$ cat src/bcr_consts.svh
`ifndef BCR_CONSTS_SVH
`define BCR_CONSTS_SVH
`define BCR_OFS_CTRL     16'h8000
`define BCR_OFS_STAT     16'h8004
`define BCR_OFS_CMD      16'h8008
`define BCR_OFS_SRC      16'h800C
`define BCR_CTRL_FMT     18
`define BCR_CTRL_EN      0
`define BCR_CMD_ROP_HI   19
`define BCR_CMD_ROP_LO   16
`define BCR_CMD_OP_HI    3
`define BCR_CMD_OP_LO    0
`define BCR_SRC_HI       20
`define BCR_CMD_RESET    32'h0000_0000
`define BCR_FIFO_DEPTH   5'h10
`define BCR_FIFO_RESUME  5'h0E
`define BCR_OP_LAST      4'hC
`define BCR_USED_HI      28
`define BCR_USED_LO      24
`define BCR_FREE_HI      20
`define BCR_FREE_LO      16
`define BCR_P8_LINE_HI   5
`define BCR_P8_LINE_LO   3
`define BCR_P8_BASE_LO   6
`define BCR_P16_LINE_HI  6
`define BCR_P16_LINE_LO  4
`define BCR_P16_BASE_LO  7
`endif

$ cat src/bcr_pkg.sv
`default_nettype none
package bcr_pkg;
  typedef enum logic [3:0] {
    BCR_OP_WRITE, BCR_OP_READ, BCR_OP_MOVE_POS, BCR_OP_MOVE_NEG,
    BCR_OP_TWRITE, BCR_OP_TMOVE, BCR_OP_PAT, BCR_OP_TPAT,
    BCR_OP_CEXP, BCR_OP_TCEXP, BCR_OP_MCEXP, BCR_OP_TMCEXP,
    BCR_OP_SOLID, BCR_OP_RSV_D, BCR_OP_RSV_E, BCR_OP_RSV_F
  } bcr_op_type;

  typedef struct packed {
    logic        valid;
    logic        last;
    logic [15:0] src;
    logic [15:0] dst;
    logic [15:0] pat;
    logic [15:0] key;
  } bcr_pix_in_type;

  typedef struct packed {
    logic        valid;
    logic        we;
    logic [15:0] pix;
  } bcr_pix_out_type;

  typedef struct packed {
    logic        fmt16;
    logic [14:0] base;
    logic [2:0]  line;
    logic [3:0]  pixel;
    logic        byte_align;
    logic [2:0]  start_bit;
  } bcr_addr_type;
endpackage
`default_nettype wire

$ cat src/bcr_top.sv
// Our own choice: register access over APB.
`include "bcr_consts.svh"
`default_nettype none
module bcr_top
(
  // apb slave
  input  wire logic                     pclk,
  input  wire logic                     presetn,
  input  wire logic                     psel,
  input  wire logic                     penable,
  input  wire logic                     pwrite,
  input  wire logic [15:0]              paddr,
  input  wire logic [31:0]              pwdata,
  input  wire logic [3:0]               pstrb,
  output var  logic                     pready,
  output var  logic [31:0]              prdata,
  output var  logic                     pslverr,
  // transfer fifo and pixel stream from the drawing datapath, result pixel stream out
  input  wire logic [4:0]               fifo_used,
  input  wire bcr_pkg::bcr_pix_in_type  pix_in,
  output var  bcr_pkg::bcr_pix_out_type pix_out,
  // engine control towards the datapath
  output var  logic                     busy,
  output var  logic                     xfer_run,
  output var  bcr_pkg::bcr_op_type      op_sel,
  output var  bcr_pkg::bcr_addr_type    addr_info
);
  import bcr_pkg::*;

  typedef struct packed {
    logic            fmt16;
    logic [3:0]      rop;
    bcr_op_type      op;
    logic [20:0]     src;
    logic            busy;
    logic            stall;
    logic            run;
    bcr_pix_out_type pix;
    bcr_addr_type    ai;
    logic            ready;
    logic            err;
    logic [31:0]     rdata;
  } bcr_state_type;

  bcr_state_type s_q;
  bcr_state_type s_d;

  // one output bit for one pixel bit: the code is a truth table
  // indexed by {source, destination}
  function automatic logic [15:0] rop_apply(input logic [3:0] code,
                                            input logic [15:0] a,
                                            input logic [15:0] b,
                                            input logic wide);
    logic [15:0] r;
    r = 16'h0000;
    for (int i = 0; i < 16; i++)
    begin
      r[i] = code[{a[i], b[i]}];
    end
    if (!wide)
    begin
      r[15:8] = 8'h00;
    end
    return r;
  endfunction

  function automatic logic [31:0] wmerge(input logic [31:0] old,
                                         input logic [31:0] nw,
                                         input logic [3:0]  strb);
    logic [31:0] r;
    r = old;
    for (int i = 0; i < 4; i++)
    begin
      if (strb[i])
      begin
        r[i*8 +: 8] = nw[i*8 +: 8];
      end
    end
    return r;
  endfunction

  function automatic logic is_transparent(input bcr_op_type o);
    return o == BCR_OP_TWRITE || o == BCR_OP_TMOVE ||
           o == BCR_OP_TPAT || o == BCR_OP_TCEXP ||
           o == BCR_OP_TMCEXP;
  endfunction

  function automatic logic is_pattern(input bcr_op_type o);
    return o == BCR_OP_PAT || o == BCR_OP_TPAT;
  endfunction

  function automatic logic uses_rop(input bcr_op_type o);
    return o == BCR_OP_WRITE || o == BCR_OP_MOVE_POS ||
           o == BCR_OP_MOVE_NEG || o == BCR_OP_PAT;
  endfunction

  function automatic logic [15:0] depth_mask(input logic [15:0] v,
                                             input logic wide);
    return wide ? v : {8'h00, v[7:0]};
  endfunction

  // pattern address split; 8 bpp keeps one more base bit than 16 bpp
  function automatic bcr_addr_type pat_split(input logic [20:0] a,
                                             input logic        wide);
    bcr_addr_type r;
    r = '0;
    r.fmt16      = wide;
    r.byte_align = a[0];
    if (wide)
    begin
      r.base  = {1'b0, a[`BCR_SRC_HI:`BCR_P16_BASE_LO]};
      r.line  = a[`BCR_P16_LINE_HI:`BCR_P16_LINE_LO];
      r.pixel = a[`BCR_P16_LINE_LO-1:0];
    end
    else
    begin
      r.base  = a[`BCR_SRC_HI:`BCR_P8_BASE_LO];
      r.line  = a[`BCR_P8_LINE_HI:`BCR_P8_LINE_LO];
      r.pixel = {1'b0, a[`BCR_P8_LINE_LO-1:0]};
    end
    return r;
  endfunction

  // read hysteresis: set at full, clear below the resume level and
  // hold in between, so the FIFO is never topped up
  function automatic logic stall_next(input logic       stall,
                                      input logic       run_on,
                                      input bcr_op_type o,
                                      input logic [4:0] used);
    logic r;
    r = stall;
    if (!run_on || o != BCR_OP_READ)
    begin
      r = 1'b0;
    end
    else if (used >= `BCR_FIFO_DEPTH)
    begin
      r = 1'b1;
    end
    else if (used < `BCR_FIFO_RESUME)
    begin
      r = 1'b0;
    end
    return r;
  endfunction

  // opaque write, both moves and opaque pattern fill go through the raster code; read
  // hands the destination on, the other operations their source
  function automatic logic [15:0] pix_result(input bcr_op_type  o,
                                             input logic [3:0]  code,
                                             input logic [15:0] sp,
                                             input logic [15:0] dp,
                                             input logic        wide);
    logic [15:0] r;
    r = sp;
    if (o == BCR_OP_READ)
    begin
      r = dp;
    end
    else if (uses_rop(o))
    begin
      r = rop_apply(code, sp, dp, wide);
    end
    return r;
  endfunction

  logic        setup;
  logic        access;
  logic        mapped;
  logic [31:0] ctrl_img;
  logic [31:0] stat_img;
  logic [31:0] cmd_img;
  logic [31:0] src_img;
  logic [31:0] wval;
  logic        start;
  logic [15:0] s_pix;
  logic [15:0] d_pix;
  logic [15:0] res;
  logic [4:0]  free_cnt;

  always_comb
  begin
    s_d      = s_q;
    setup    = psel && !penable;
    access   = psel && penable && s_q.ready;
    mapped   = paddr == `BCR_OFS_CTRL || paddr == `BCR_OFS_STAT ||
               paddr == `BCR_OFS_CMD || paddr == `BCR_OFS_SRC;
    free_cnt = 5'(`BCR_FIFO_DEPTH - fifo_used);
    ctrl_img = 32'h0000_0000;
    ctrl_img[`BCR_CTRL_FMT] = s_q.fmt16;
    stat_img = 32'h0000_0000;
    stat_img[`BCR_USED_HI:`BCR_USED_LO] = fifo_used;
    stat_img[`BCR_FREE_HI:`BCR_FREE_LO] = free_cnt;
    stat_img[`BCR_CTRL_EN] = s_q.busy;
    cmd_img  = 32'h0000_0000;
    cmd_img[`BCR_CMD_ROP_HI:`BCR_CMD_ROP_LO] = s_q.rop;
    cmd_img[`BCR_CMD_OP_HI:`BCR_CMD_OP_LO]   = s_q.op;
    src_img  = 32'h0000_0000;
    src_img[`BCR_SRC_HI:0] = s_q.src;
    wval     = 32'h0000_0000;
    start    = 1'b0;

    // answer one cycle after setup; reads are sampled at setup
    s_d.ready = setup;
    s_d.err   = setup && !mapped;
    if (setup)
    begin
      case (paddr)
        `BCR_OFS_CTRL: s_d.rdata = ctrl_img;
        `BCR_OFS_STAT: s_d.rdata = stat_img;
        `BCR_OFS_CMD:  s_d.rdata = cmd_img;
        `BCR_OFS_SRC:  s_d.rdata = src_img;
        default:       s_d.rdata = 32'h0000_0000;
      endcase
    end

    if (access && pwrite)
    begin
      case (paddr)
        `BCR_OFS_CTRL:
        begin
          wval    = wmerge(ctrl_img, pwdata, pstrb);
          s_d.fmt16 = wval[`BCR_CTRL_FMT];
          // enable is write only and never stored; reserved codes
          // would leave busy stuck, so they do not start
          start   = wval[`BCR_CTRL_EN] && pstrb[0] &&
                    s_q.op <= bcr_op_type'(`BCR_OP_LAST);
        end
        `BCR_OFS_CMD:
        begin
          wval    = wmerge(cmd_img, pwdata, pstrb);
          s_d.rop = wval[`BCR_CMD_ROP_HI:`BCR_CMD_ROP_LO];
          s_d.op  = bcr_op_type'(wval[`BCR_CMD_OP_HI:`BCR_CMD_OP_LO]);
        end
        `BCR_OFS_SRC:
        begin
          wval    = wmerge(src_img, pwdata, pstrb);
          s_d.src = wval[`BCR_SRC_HI:0];
        end
        default:
        begin
          wval = 32'h0000_0000;
        end
      endcase
    end

    // source selection for the boolean function
    s_pix = is_pattern(s_q.op) ? pix_in.pat : pix_in.src;
    s_pix = depth_mask(s_pix, s_q.fmt16);
    d_pix = depth_mask(pix_in.dst, s_q.fmt16);
    res   = pix_result(s_q.op, s_q.rop, s_pix, d_pix, s_q.fmt16);

    s_d.pix.valid = s_q.run && pix_in.valid;
    s_d.pix.pix   = res;
    // transparent modes drop pixels equal to the key colour
    s_d.pix.we    = s_q.run && pix_in.valid &&
                    !(is_transparent(s_q.op) &&
                      s_pix == depth_mask(pix_in.key, s_q.fmt16));

    // start wins over a completion in the same cycle
    if (start)
    begin
      s_d.busy = 1'b1;
    end
    else if (s_q.run && pix_in.valid && pix_in.last)
    begin
      s_d.busy = 1'b0;
    end
    // stall follows the next busy, so a read started on a full FIFO
    // moves nothing in its first cycle
    s_d.stall = stall_next(s_q.stall, s_d.busy, s_q.op, fifo_used);
    s_d.run = s_d.busy && !(s_q.op == BCR_OP_READ && s_d.stall);

    s_d.ai           = pat_split(s_q.src, s_q.fmt16);
    s_d.ai.start_bit = s_q.rop[2:0];
  end

  always_ff @(posedge pclk or negedge presetn)
  begin
    if (!presetn)
    begin
      s_q <= '0;
    end
    else
    begin
      s_q <= s_d;
    end
  end

  assign pready    = s_q.ready;
  assign prdata    = s_q.rdata;
  assign pslverr   = s_q.err;
  assign pix_out   = s_q.pix;
  assign busy      = s_q.busy;
  assign xfer_run  = s_q.run;
  assign op_sel    = s_q.op;
  assign addr_info = s_q.ai;
endmodule
`default_nettype wire

$ cat config.mk
export PLATFORM = sky130hd
export DESIGN_NAME = bcr_top
export DESIGN_NICKNAME = d
export VERILOG_FILES = /design/src/bcr_pkg.sv /design/src/bcr_top.sv
export VERILOG_INCLUDE_DIRS = /design/src
export SDC_FILE = /design/constraint.sdc
export NUM_CORES = 1
export LEC_CHECK = 0
export BUFFER_PORTS_ARGS = -buffer_cell sky130_fd_sc_hd__buf_2
export CORE_MARGIN = 2
export CORE_UTILIZATION = 45
export DETAILED_ROUTE_END_ITERATION = 16
export PLACE_DENSITY = 0.75
export REMOVE_ABC_BUFFERS = 1
export SYNTH_ARGS = -nofsm -noshare
export SYNTH_HDL_FRONTEND = slang
export SYNTH_SLANG_ARGS = --single-unit
$ cat constraint.sdc
create_clock -name pclk -period 2 [get_ports pclk]
set_clock_uncertainty 0.05 [all_clocks]
set_input_delay 0.1 -clock pclk [delete_from_list [all_inputs] [get_ports pclk]]
set_output_delay 0.1 -clock pclk [all_outputs]
set_load 0.02 [all_outputs]
==> impl_results.md, run 1 <==
- Status: complete, but fails checks
- Failing checks: negative setup slack
- Fraction of registers with async set/reset: 100%
- Rows: 41
- Synth Area in XOR/XNOR: 1.78%
- Die area: 14100 um^2
- Top cell type's share of synthesized area: 44.4%
- Final worst slack: -0.00797 ns
- Largest family of logic cells by synthesized area: multiplexers
- Synthesized area per cell: 10.6 um^2
- Critical R2R Launch: op_sel[3]
- Initial antenna violation count: 1
- Die Width: 119 um
- Compound-Gate Fraction of Synth Area: 12.6%
- Fillers: 1114
- Met2 WL: 8.18 mm
- Vias in the first global route: 5110
- EDFF count, synth: 0
- Final Critical Period: 2.01 ns
- WP data arrival: 2.25 ns
- CP max stage cell: or4_4
- Drt first-iter violations: 263
- Register area share after synthesis: 44.4%
- Worst EP required: 2.24 ns
- Worst setup path start: op_sel[3]
- GR Overflow Total: 0
- Die Y-Extent: 119 um
- Largest net degree at the start of global routing: 43
- Skew-Pair Late Insertion Delay: 0.35 ns
- DRT Pass-1 Iters: 4
- Worst vdd ir: 0.750 mV
- Non-Filler Cell Area, Final: 7490 um^2
- Met1 wire length: 6.25 mm
- Core footprint: 12700 um^2
- Final slew viol count: 0
- Num ports: 213
- Synth cell types: 57
- Clk Tree Root Cell: clkbuf_16
- TritonCTS clock tree: done
- Remaining antenna violation count: 0
- Reg2Reg Setup Slack: -0.008 ns
- Max clock buf depth: 2
- Post-Synth Adder-Cell Area: 0.613%
- MaxCap Viol Count: 0
- Share of layout cells above drive strength 1: 45.0%
- Top layer in use: met4
- Most common cell after layout, fill and taps aside: buf_2
- Sequential cell area: 2630 um^2
- Port Buffers: 194
- Placed Instance Area: 6620 um^2
- Final Hold Violating Endpoints: 0
- DRC Markers: 0
- WL final: 15.9 mm
- Post-synthesis to final-layout area growth: 26.6%
- Crit Path Category: register to register
- Fmax: 498 MHz
- Synth top area cells: dfrtp_1, mux2_2, buf_4
- Vias per cell: 5.30
- Share of the clock period used by the worst path: 100%
- Commonest cells after routing, fill and taps aside: buf_2, dfrtp_1, mux2_2, nand2_1, dlygate4sd3_1
- Total power: 4.30 mW
- Fin nets: 865
- Ys Warns: 0
- PD cells: 573 nW/um^2
- Area of the multi-input gates: 2520 um^2
- CTS clk-pin slew, worst paths: 0.07 ns
- Clock Sink Count: 105
- Post-DP HPWL: 11.5 mm
- Via count: 4838
- Htree depth: 3
- Max incr delay on CP: 0.48 ns
- Avg WL per Cell: 17.4 um
- Mux cell area share after synthesis: 17.3%
- FF+latch count, synth: 105
- First-pass GRT wire length: 25.6 mm
- Gp weighted congestion: 0.848
- Initial core utilization: 46.5%
- Met3 Wirelength: 1.24 mm
- Crit start category: register
- Leakage: 4.02 nW
- Top cell type by total area after synthesis: dfrtp_1
- Gate Count Post-Synth: 559
- CP max FO: 8
- Synthesized area: 5920 um^2
- CP Capture Type: register
- Final number of setup-violating endpoints: 2
- Min-Delay Startpoint: pix_in[65]
- Worst hold-check path type: input port to register
- Total global-route track usage: 22.9%
- Critical path cell sequence: nand3b_1 -> buf_6 -> buf_12 -> mux2_4 -> or4_4 -> a21oi_2 -> o21a_1
- RSZ-0062 raised after global routing: true
- Worst-Margin Slew: 0.634 ns
- Post-Synth Simple-Gate Area: 8.54%
- Total CTS buffers: 9
- Slew HR: 57.4%
- Top_reg_cell synth: dfrtp_1
-- worst paths after layout --
kind	end	cells after the start
worst min-delay path	pix_out[16]	3
min in group asynchronous	addr_info[15]	2
max in group asynchronous	prdata[5]	3
worst max register to register	pix_out[15]	7
worst min register to register	addr_info[5]	0
worst max-delay path	pix_out[15]	7
-- power by group --
part	switching (mW)	internal [mW]	total, mW	leakage, nW
Combinational	0.214	0.209	0.423	2.41
Clock	0.868	0.882	1.75	0.143
Sequential	0.00105	2.12	2.12	1.47
-- area by class of cell --
cell class / instances / share of cell area (%)
multi-input combinational: 328 / 33.7
timing repair buffer: 274 / 23.5
clock inverter: 7 / 0.968
tap: 172 / 2.87
sequential: 105 / 35.1
clock buffer: 9 / 3.01
inverter: 17 / 0.852
antenna: 1 / 0.0334
-- metal layers --
| layer | vias up | GRT usage [%] |
|---|---|---|
| met1 | 2385 | 26.4 |
| met2 | 190 | 39.4 |
| met3 | 22 | 8.49 |
| met4 | 0 | 6.70 |
| met5 | - | 0 |
| li1 | 2241 | - |
-- worst max-delay path: cells and delay by family, from the launching register on --
family | cells | cell delay [ns]
and+or+nand+nor | 2 | 0.65
DFF | 1 | 0.38
muxes | 1 | 0.31
buffers and inverters | 2 | 0.28
AOI/OAI and AO/OA | 2 | 0.27
-- cells in the mapped netlist, types with 2 or more instances --
cell type,n
a21boi_0,2
a21oi_1,35
a222oi_1,2
a22o_1,20
a22oi_1,6
a311oi_1,2
a31oi_1,10
and2_1,5
and3_1,3
buf_2,3
buf_4,83
buf_6,4
clkbuf_1,20
clkbuf_8,2
dfrtp_1,105
ha_1,2
inv_1,16
mux2_2,65
mux2i_1,27
nand2_1,43
nand3_1,6
nand3b_1,2
nand4_1,3
nor2_1,19
nor2b_1,5
nor3_1,2
nor3b_1,4
nor4_1,2
nor4b_1,2
o21a_1,3
o21ai_0,13
o311ai_0,2
o31ai_1,5
or4_1,3
xnor2_1,9
xor2_1,3
-- timing repair --
| action | CTS | global route |
|---|---|---|
| pin swaps | 0 | 9 |
| resized for setup | 6 | 12 |
| cloned | 0 | 1 |
| setup endpoints to repair | 1 | 4 |
| hold buffers | 37 | 0 |
| endpoints found under the hold margin | 84 | 0 |
| buffers inserted | 0 | 11 |
-- logic make-up (layout without fill, tap and decap cells) --
kind of cell,Yosys count,count (layout)
AOI/OAI and AO/OA,111,111
xor gates and xnor gates,12,12
adders and majority gates,3,3
buffers and inverters,131,307
DFF,105,105
muxes,93,93
other,1,7
and+or+nand+nor,103,103
-- stage by stage --
step	setup WS (ns)	std cells	setup TNS (ns)	utilization [%]	hold slack, ns
final	-0.00797	913	-0.0141	58.9	0.0227
after global routing	-0.0765	913	-0.206	58.9	0.0153
after CTS	0.00291	900	0	57.5	0.00283
after detailed placement	-0.139	847	-0.139	52.0	0.0825
after global placement	-0.228	847	-0.228	52.0	0.0814
after floorplan	-1.43	450	-12.78	-	-0.246
-- flip-flops by register name (all words and copies together), names as in the netlist --
signal,count
prdata,26
s_q,21
cmd_img,4
pready,1
op_sel,4
ctrl_img,1
addr_info,26
pix_out,18
busy,1
xfer_run,1
pslverr,1
s_d,1
(Power assumes the default switching activity.)
==> run 2, diff against run 1 <==
--- a/config.mk
+++ b/config.mk
@@ -8,9 +8,9 @@
 export LEC_CHECK = 0
 export BUFFER_PORTS_ARGS = -buffer_cell sky130_fd_sc_hd__buf_2
 export CORE_MARGIN = 2
-export CORE_UTILIZATION = 45
+export CORE_UTILIZATION = 46
 export DETAILED_ROUTE_END_ITERATION = 16
-export PLACE_DENSITY = 0.75
+export PLACE_DENSITY = 0.77
 export REMOVE_ABC_BUFFERS = 1
 export SYNTH_ARGS = -nofsm -noshare
 export SYNTH_HDL_FRONTEND = slang
==> constraint.sdc (replaced) <==
create_clock -name pclk -period 2 [get_ports pclk]
set_clock_uncertainty 0.05 [all_clocks]
set_input_delay 0.4 -clock pclk [delete_from_list [all_inputs] [get_ports pclk]]
set_output_delay 0.4 -clock pclk [all_outputs]
set_load 0.02 [all_outputs]
==> run 2 against run 1 <==
  * Sequential share of layout area grew 2.1 points
  * Combinational power shrank 13%
  * Final cell count shrank 4.1%
  * Flip-flop and latch count is the same
  * Highest routed layer is now met5
  * Global-route usage grew 0.24 points
  * Final area shrank 5.7%
  * The flow still finishes with violations (negative setup slack)
  * Critical endpoint is now pix_out[16]
  * Utilization shrank 2.7 points
==> impl_results.md, run 2 (synthesized netlist as in run 1, its figures left out) <==
- Status: complete, but fails checks
- Failing checks: negative setup slack
- Sequential cell area: 2630 um^2
- Dpl ws: -0.270 ns
- P_sw: 1.04 mW
- Fillers: 1103
- Top Family by Delay on Critical Path: compound AO/OA/AOI/OAI gates
- Gp weighted congestion: 0.842
- Worst-Margin Slew: 0.588 ns
- Initial core utilization: 47.1%
- Leakage: 3.86 nW
- CP max FO: 12
- Fin nets: 830
- Core footprint: 12600 um^2
- DRT Pass-1 Iters: 4
- Final Non-Filler Cells: 876
- Max incr delay on CP: 0.39 ns
- TritonCTS clock tree: done
- Most common cell after layout, fill and taps aside: buf_2
- Non-Filler Cell Area, Final: 7060 um^2
- Hold endpoint: s_q[93]
- CP Capture Type: register
- Clock network power share: 40.5%
- WL final: 15.6 mm
- Worst R2R End: pix_out[16]
- Port Buffers: 194
- DP Cell Count: 858
- PD cells: 593 nW/um^2
- GR Overflow Total: 0
- Crit Path Category: register to register
- # diodes: 0
- First-pass GRT wire length: 25.4 mm
- Buffers & Inverters on Critical Path: 2
- Worst hold-check path type: input port to register
- Rows: 41
- Htree depth: 3
- Max clock buf depth: 2
- Worst vdd ir: 0.587 mV
- Fmax: 487 MHz
- Post-DP HPWL: 11.5 mm
- CTS clk-pin slew, worst paths: 0.08 ns
- Remaining antenna violation count: 0
- Critical path cell sequence: nand3b_1 -> buf_12 -> mux2_2 -> xnor2_2 -> o2111ai_1 -> o41ai_2 -> buf_4 -> a31oi_1
- Vias per cell: 5.38
- WP data arrival: 2.23 ns
- Final number of setup-violating endpoints: 3
- Part of the power in registers: 50.7%
- Min-Delay Startpoint: pwdata[11]
- Clock Sink Count: 105
- Area of the multi-input gates: 2510 um^2
- Initial antenna violation count: 1
- Total CTS buffers: 9
- Placed Instance Area: 6690 um^2
- DRC Markers: 0
- Final worst slack: -0.0554 ns
- RSZ-0062 raised after global routing: true
- Commonest cells after routing, fill and taps aside: buf_2, dfrtp_1, mux2_2, nand2_1, buf_4
- Die Width: 117 um
- Total power: 4.19 mW
- Drt first-iter violations: 283
- Final slew viol count: 0
- Reg2Reg Setup Slack: -0.06 ns
- Via count: 4717
- Share of layout cells above drive strength 1: 47.9%
- Critical R2R Launch: op_sel[2]
- Final Critical Period: 2.06 ns
- Hold Path Stages: 2
- Skew-Pair Late Insertion Delay: 0.36 ns
- Sw Ratio: 24.8%
- Crit start category: register
- Worst Reg-to-Reg Cells: 8
- Final Hold Violating Endpoints: 0
- Worst EP required: 2.18 ns
- Avg WL per Cell: 17.8 um
- Combinational Power Share: 8.8%
- Num ports: 213
- Die area: 13800 um^2
- Total global-route track usage: 23.1%
- MaxCap Viol Count: 0
- CP max stage cell: dfrtp_1
- Die Y-Extent: 117 um
- Clk Tree Root Cell: clkbuf_16
- Vias in the first global route: 5045
- Largest net degree at the start of global routing: 49
- Internal: 3.15 mW
- Share of the clock period used by the worst path: 103%
- Post-synthesis to final-layout area growth: 19.3%
- Slew HR: 60.8%
run 2: metrics by stage:
stage | util [%] | hold WS [ns] | TNS (ns)
global placement | 53.2 | 0.319 | -4.53
CTS | 55.9 | 0.211 | -0.109
detailed placement | 53.2 | 0.333 | -5.41
floorplan | - | 0.0544 | -14.73
global route | 56.2 | 0.214 | -0.502
finish | 56.2 | 0.223 | -0.131
run 2: area by class of cell:
cell class	instances	area share, %
clock buffers	9	3.19
flip-flops and latches	105	37.2
inverters	17	0.903
repair buffers	239	19.4
multi-input cells	328	35.6
clock inverters	6	0.726
well taps	172	3.05
run 2: metal layers:
| metal | vias up | global-route usage [%] | wire (um) |
|---|---|---|---|
| met5 | - | 0 | 13 |
| met1 | 2306 | 26.4 | 6170 |
| li1 | 2165 | - | - |
| met3 | 45 | 8.37 | 1230 |
| met2 | 199 | 39.0 | 7730 |
| met4 | 2 | 9.94 | 493 |
run 2: power by group through the flow:
stage | clock [mW] | sequential [mW] | combinational (mW)
final | 1.70 | 2.12 | 0.370
after global routing | 1.83 | 2.12 | 0.406
after CTS | 1.74 | 2.12 | 0.365
after detailed placement | 0 | 2.17 | 0.356
after global placement | 0 | 2.17 | 0.341
after floorplan | 0 | 2.17 | 0.108
run 2: repair_timing:
| action | CTS | global route |
|---|---|---|
| endpoints found under the setup margin | 5 | 27 |
| endpoints found under the hold margin | 28 | 0 |
| hold buffers | 1 | 0 |
| setup buffers | 2 | 0 |
| resized for setup | 10 | 11 |
| pin swaps | 5 | 3 |
run 2: how the worst max path moves through the flow:
stage               startpoint  slack, ns  cells past startpoint          end
finish               op_sel[2]      -0.06                      8  pix_out[16]
global route         op_sel[2]      -0.18                      8  pix_out[16]
detailed placement    paddr[1]      -0.27                      8      s_q[86]
global placement      paddr[6]      -0.22                      8      s_q[89]
CTS                  op_sel[3]      -0.04                      8  pix_out[16]
floorplan            op_sel[1]      -1.43                      6  pix_out[12]
==> run 3, diff against run 2 <==
--- a/config.mk
+++ b/config.mk
@@ -11,7 +11,6 @@
 export CORE_UTILIZATION = 46
 export DETAILED_ROUTE_END_ITERATION = 16
 export PLACE_DENSITY = 0.77
-export REMOVE_ABC_BUFFERS = 1
 export SYNTH_ARGS = -nofsm -noshare
 export SYNTH_HDL_FRONTEND = slang
 export SYNTH_SLANG_ARGS = --single-unit
==> run 3 against run 2 <==
  * Flip-flop and latch count is the same
  * Global-route usage shrank 0.10 points
  * Via count shrank 0.91%
  * The flow still finishes with violations (negative setup slack)
  * Hold slack gained 0.0080 ns
  * Non-clock buffer count grew 8
  * Critical endpoint is now pix_out[8]
  * Clock power grew 5%
  * First-iteration DRC count grew 21%
  * Sequential share of layout area shrank 0.93 points
==> impl_results.md, run 3 (synthesized netlist as in run 1, its figures left out) <==
- Part of the power in registers: 49.4%
- Most common cell after layout, fill and taps aside: buf_2
- Num ports: 213
- Rows: 41
- Max clock buf depth: 2
- Slew HR: 55.7%
- Final Hold Violating Endpoints: 0
- Largest net degree at the start of global routing: 47
- Sw Ratio: 25.4%
- Number of stages on the worst setup path: 7
- Status: complete, but fails checks
- Worst EP required: 2.24 ns
- Core footprint: 12600 um^2
- Final number of setup-violating endpoints: 9
- Crit Path Category: register to register
- Combinational Power Share: 9.0%
- Clk Tree Root Cell: clkbuf_16
- Vias per cell: 5.27
- WL final: 16.1 mm
- Remaining antenna violation count: 0
- Total global-route track usage: 23.0%
- Port Buffers: 194
- Fmax: 454 MHz
- TritonCTS clock tree: done
- DRC Markers: 0
- Buffers & Inverters on Critical Path: 2
- Non-Filler Cell Area, Final: 7240 um^2
- CTS clk-pin slew, worst paths: 0.08 ns
- Final Critical Period: 2.20 ns
- Die Y-Extent: 117 um
- Commonest cells after routing, fill and taps aside: buf_2, dfrtp_1, mux2_2, nand2_1, buf_4
- P_sw: 1.09 mW
- Placed Instance Area: 6730 um^2
- MaxCap Viol Count: 0
- DRT Pass-1 Iters: 5
- Crit start category: register
- Worst Reg-to-Reg Cells: 7
- First-pass GRT wire length: 25.0 mm
- Initial core utilization: 47.1%
- Drt first-iter violations: 342
- Gp weighted congestion: 0.916
- Clock network power share: 41.6%
- Post-DP HPWL: 11.8 mm
- Post-layout util: 57.6%
- Die Width: 117 um
- Avg WL per Cell: 18.2 um
- Htree depth: 3
- Dpl ws: -0.245 ns
- Post-synthesis to final-layout area growth: 22.4%
- Area of the multi-input gates: 2580 um^2
- CP max stage cell: or4_1
- WP data arrival: 2.44 ns
- Critical path cell sequence: nand3b_1 -> buf_12 -> mux2_2 -> buf_4 -> or4_1 -> a21oi_1 -> o21a_1
- Total CTS buffers: 9
- Die area: 13800 um^2
- Skew-Pair Late Insertion Delay: 0.35 ns
- Worst hold-check path type: input port to register
- Final slew viol count: 0
- Final worst slack: -0.202 ns
- Sequential cell area: 2630 um^2
- GR Overflow Total: 0
- Via count: 4674
- Initial antenna violation count: 2
- Vias in the first global route: 4712
- RSZ-0062 raised after global routing: true
- Top Family by Delay on Critical Path: simple AND/OR/NAND/NOR gates
- Share of the clock period used by the worst path: 110%
- Worst-Margin Slew: 0.665 ns
- Fin nets: 838
- Worst vdd ir: 0.380 mV
- Internal: 3.20 mW
- Share of layout cells above drive strength 1: 49.4%
- CP max FO: 10
- Fillers: 1081
- Failing checks: negative setup slack
- Leakage: 3.91 nW
- CP Capture Type: register
- Hold Path Stages: 2
- Clock Sink Count: 105
- PD cells: 593 nW/um^2
- Max incr delay on CP: 0.52 ns
[run 3: cell count changes in the layout (fill, tap and decap cells not counted), sizes merged]
cell / change
clkbuf: +1
clkinv: -1
diode: +2
buf: +8
clkinvlp: +1
[run 3: power by group through the flow]
stage          logic, mW  registers [mW]  clock network [mW]
2_1_floorplan      0.125            2.17                   0
6_report           0.385            2.12                1.79
5_1_grt            0.422            2.12                1.90
4_1_cts            0.373            2.12                1.81
3_5_place_dp       0.368            2.17                   0
3_3_place_gp       0.356            2.17                   0
[run 3: final cells by class]
class,instances,share of cell area (%)
diodes,2,0.0691
clock inverters,6,0.777
clock buffers,10,3.30
well taps,172,2.97
multi-input cells,328,35.6
inverters,17,0.881
repair buffers,247,20.1
flip-flops and latches,105,36.3
[run 3: final timing paths]
| path | startpoint | endpoint | slack [ns] |
|---|---|---|---|
| worst max-delay path | op_sel[1] | pix_out[8] | -0.20 |
| worst min-delay path | pwdata[6] | s_q[88] | 0.23 |
| max in group asynchronous | presetn | s_q[91] | 0.84 |
| worst max register to register | op_sel[1] | pix_out[8] | -0.20 |
| min in group asynchronous | presetn | pix_out[17] | 0.46 |
| worst min register to register | s_q[84] | addr_info[6] | 0.37 |
[run 3: per-stage QoR]
stage	hold slack, ns	total power [mW]	TNS [ns]	instances
finish	0.231	4.30	-0.875	887
global placement	0.289	2.52	-4.30	862
detailed placement	0.294	2.53	-5.18	862
CTS	0.219	4.31	-0.400	880
floorplan	0.0544	2.29	-0.0209	564
global route	0.220	4.44	-1.42	887
[run 3: timing repair]
item / in CTS / in global routing
setup endpoints to repair: 7 / 22
pin swaps: 1 / 18
setup buffers: 1 / 5
resized for setup: 3 / 36
hold buffers: 1 / 0
hold endpoints to repair: 23 / 0
[run 3: metal layers]
layer	part of all wire [%]	up-vias	GRT usage [%]
met5	0	-	0
met4	2.8	0	9.94
met3	5.2	32	4.52
met2	49	196	37.4
met1	43	2260	30.0
li1	-	2186	-
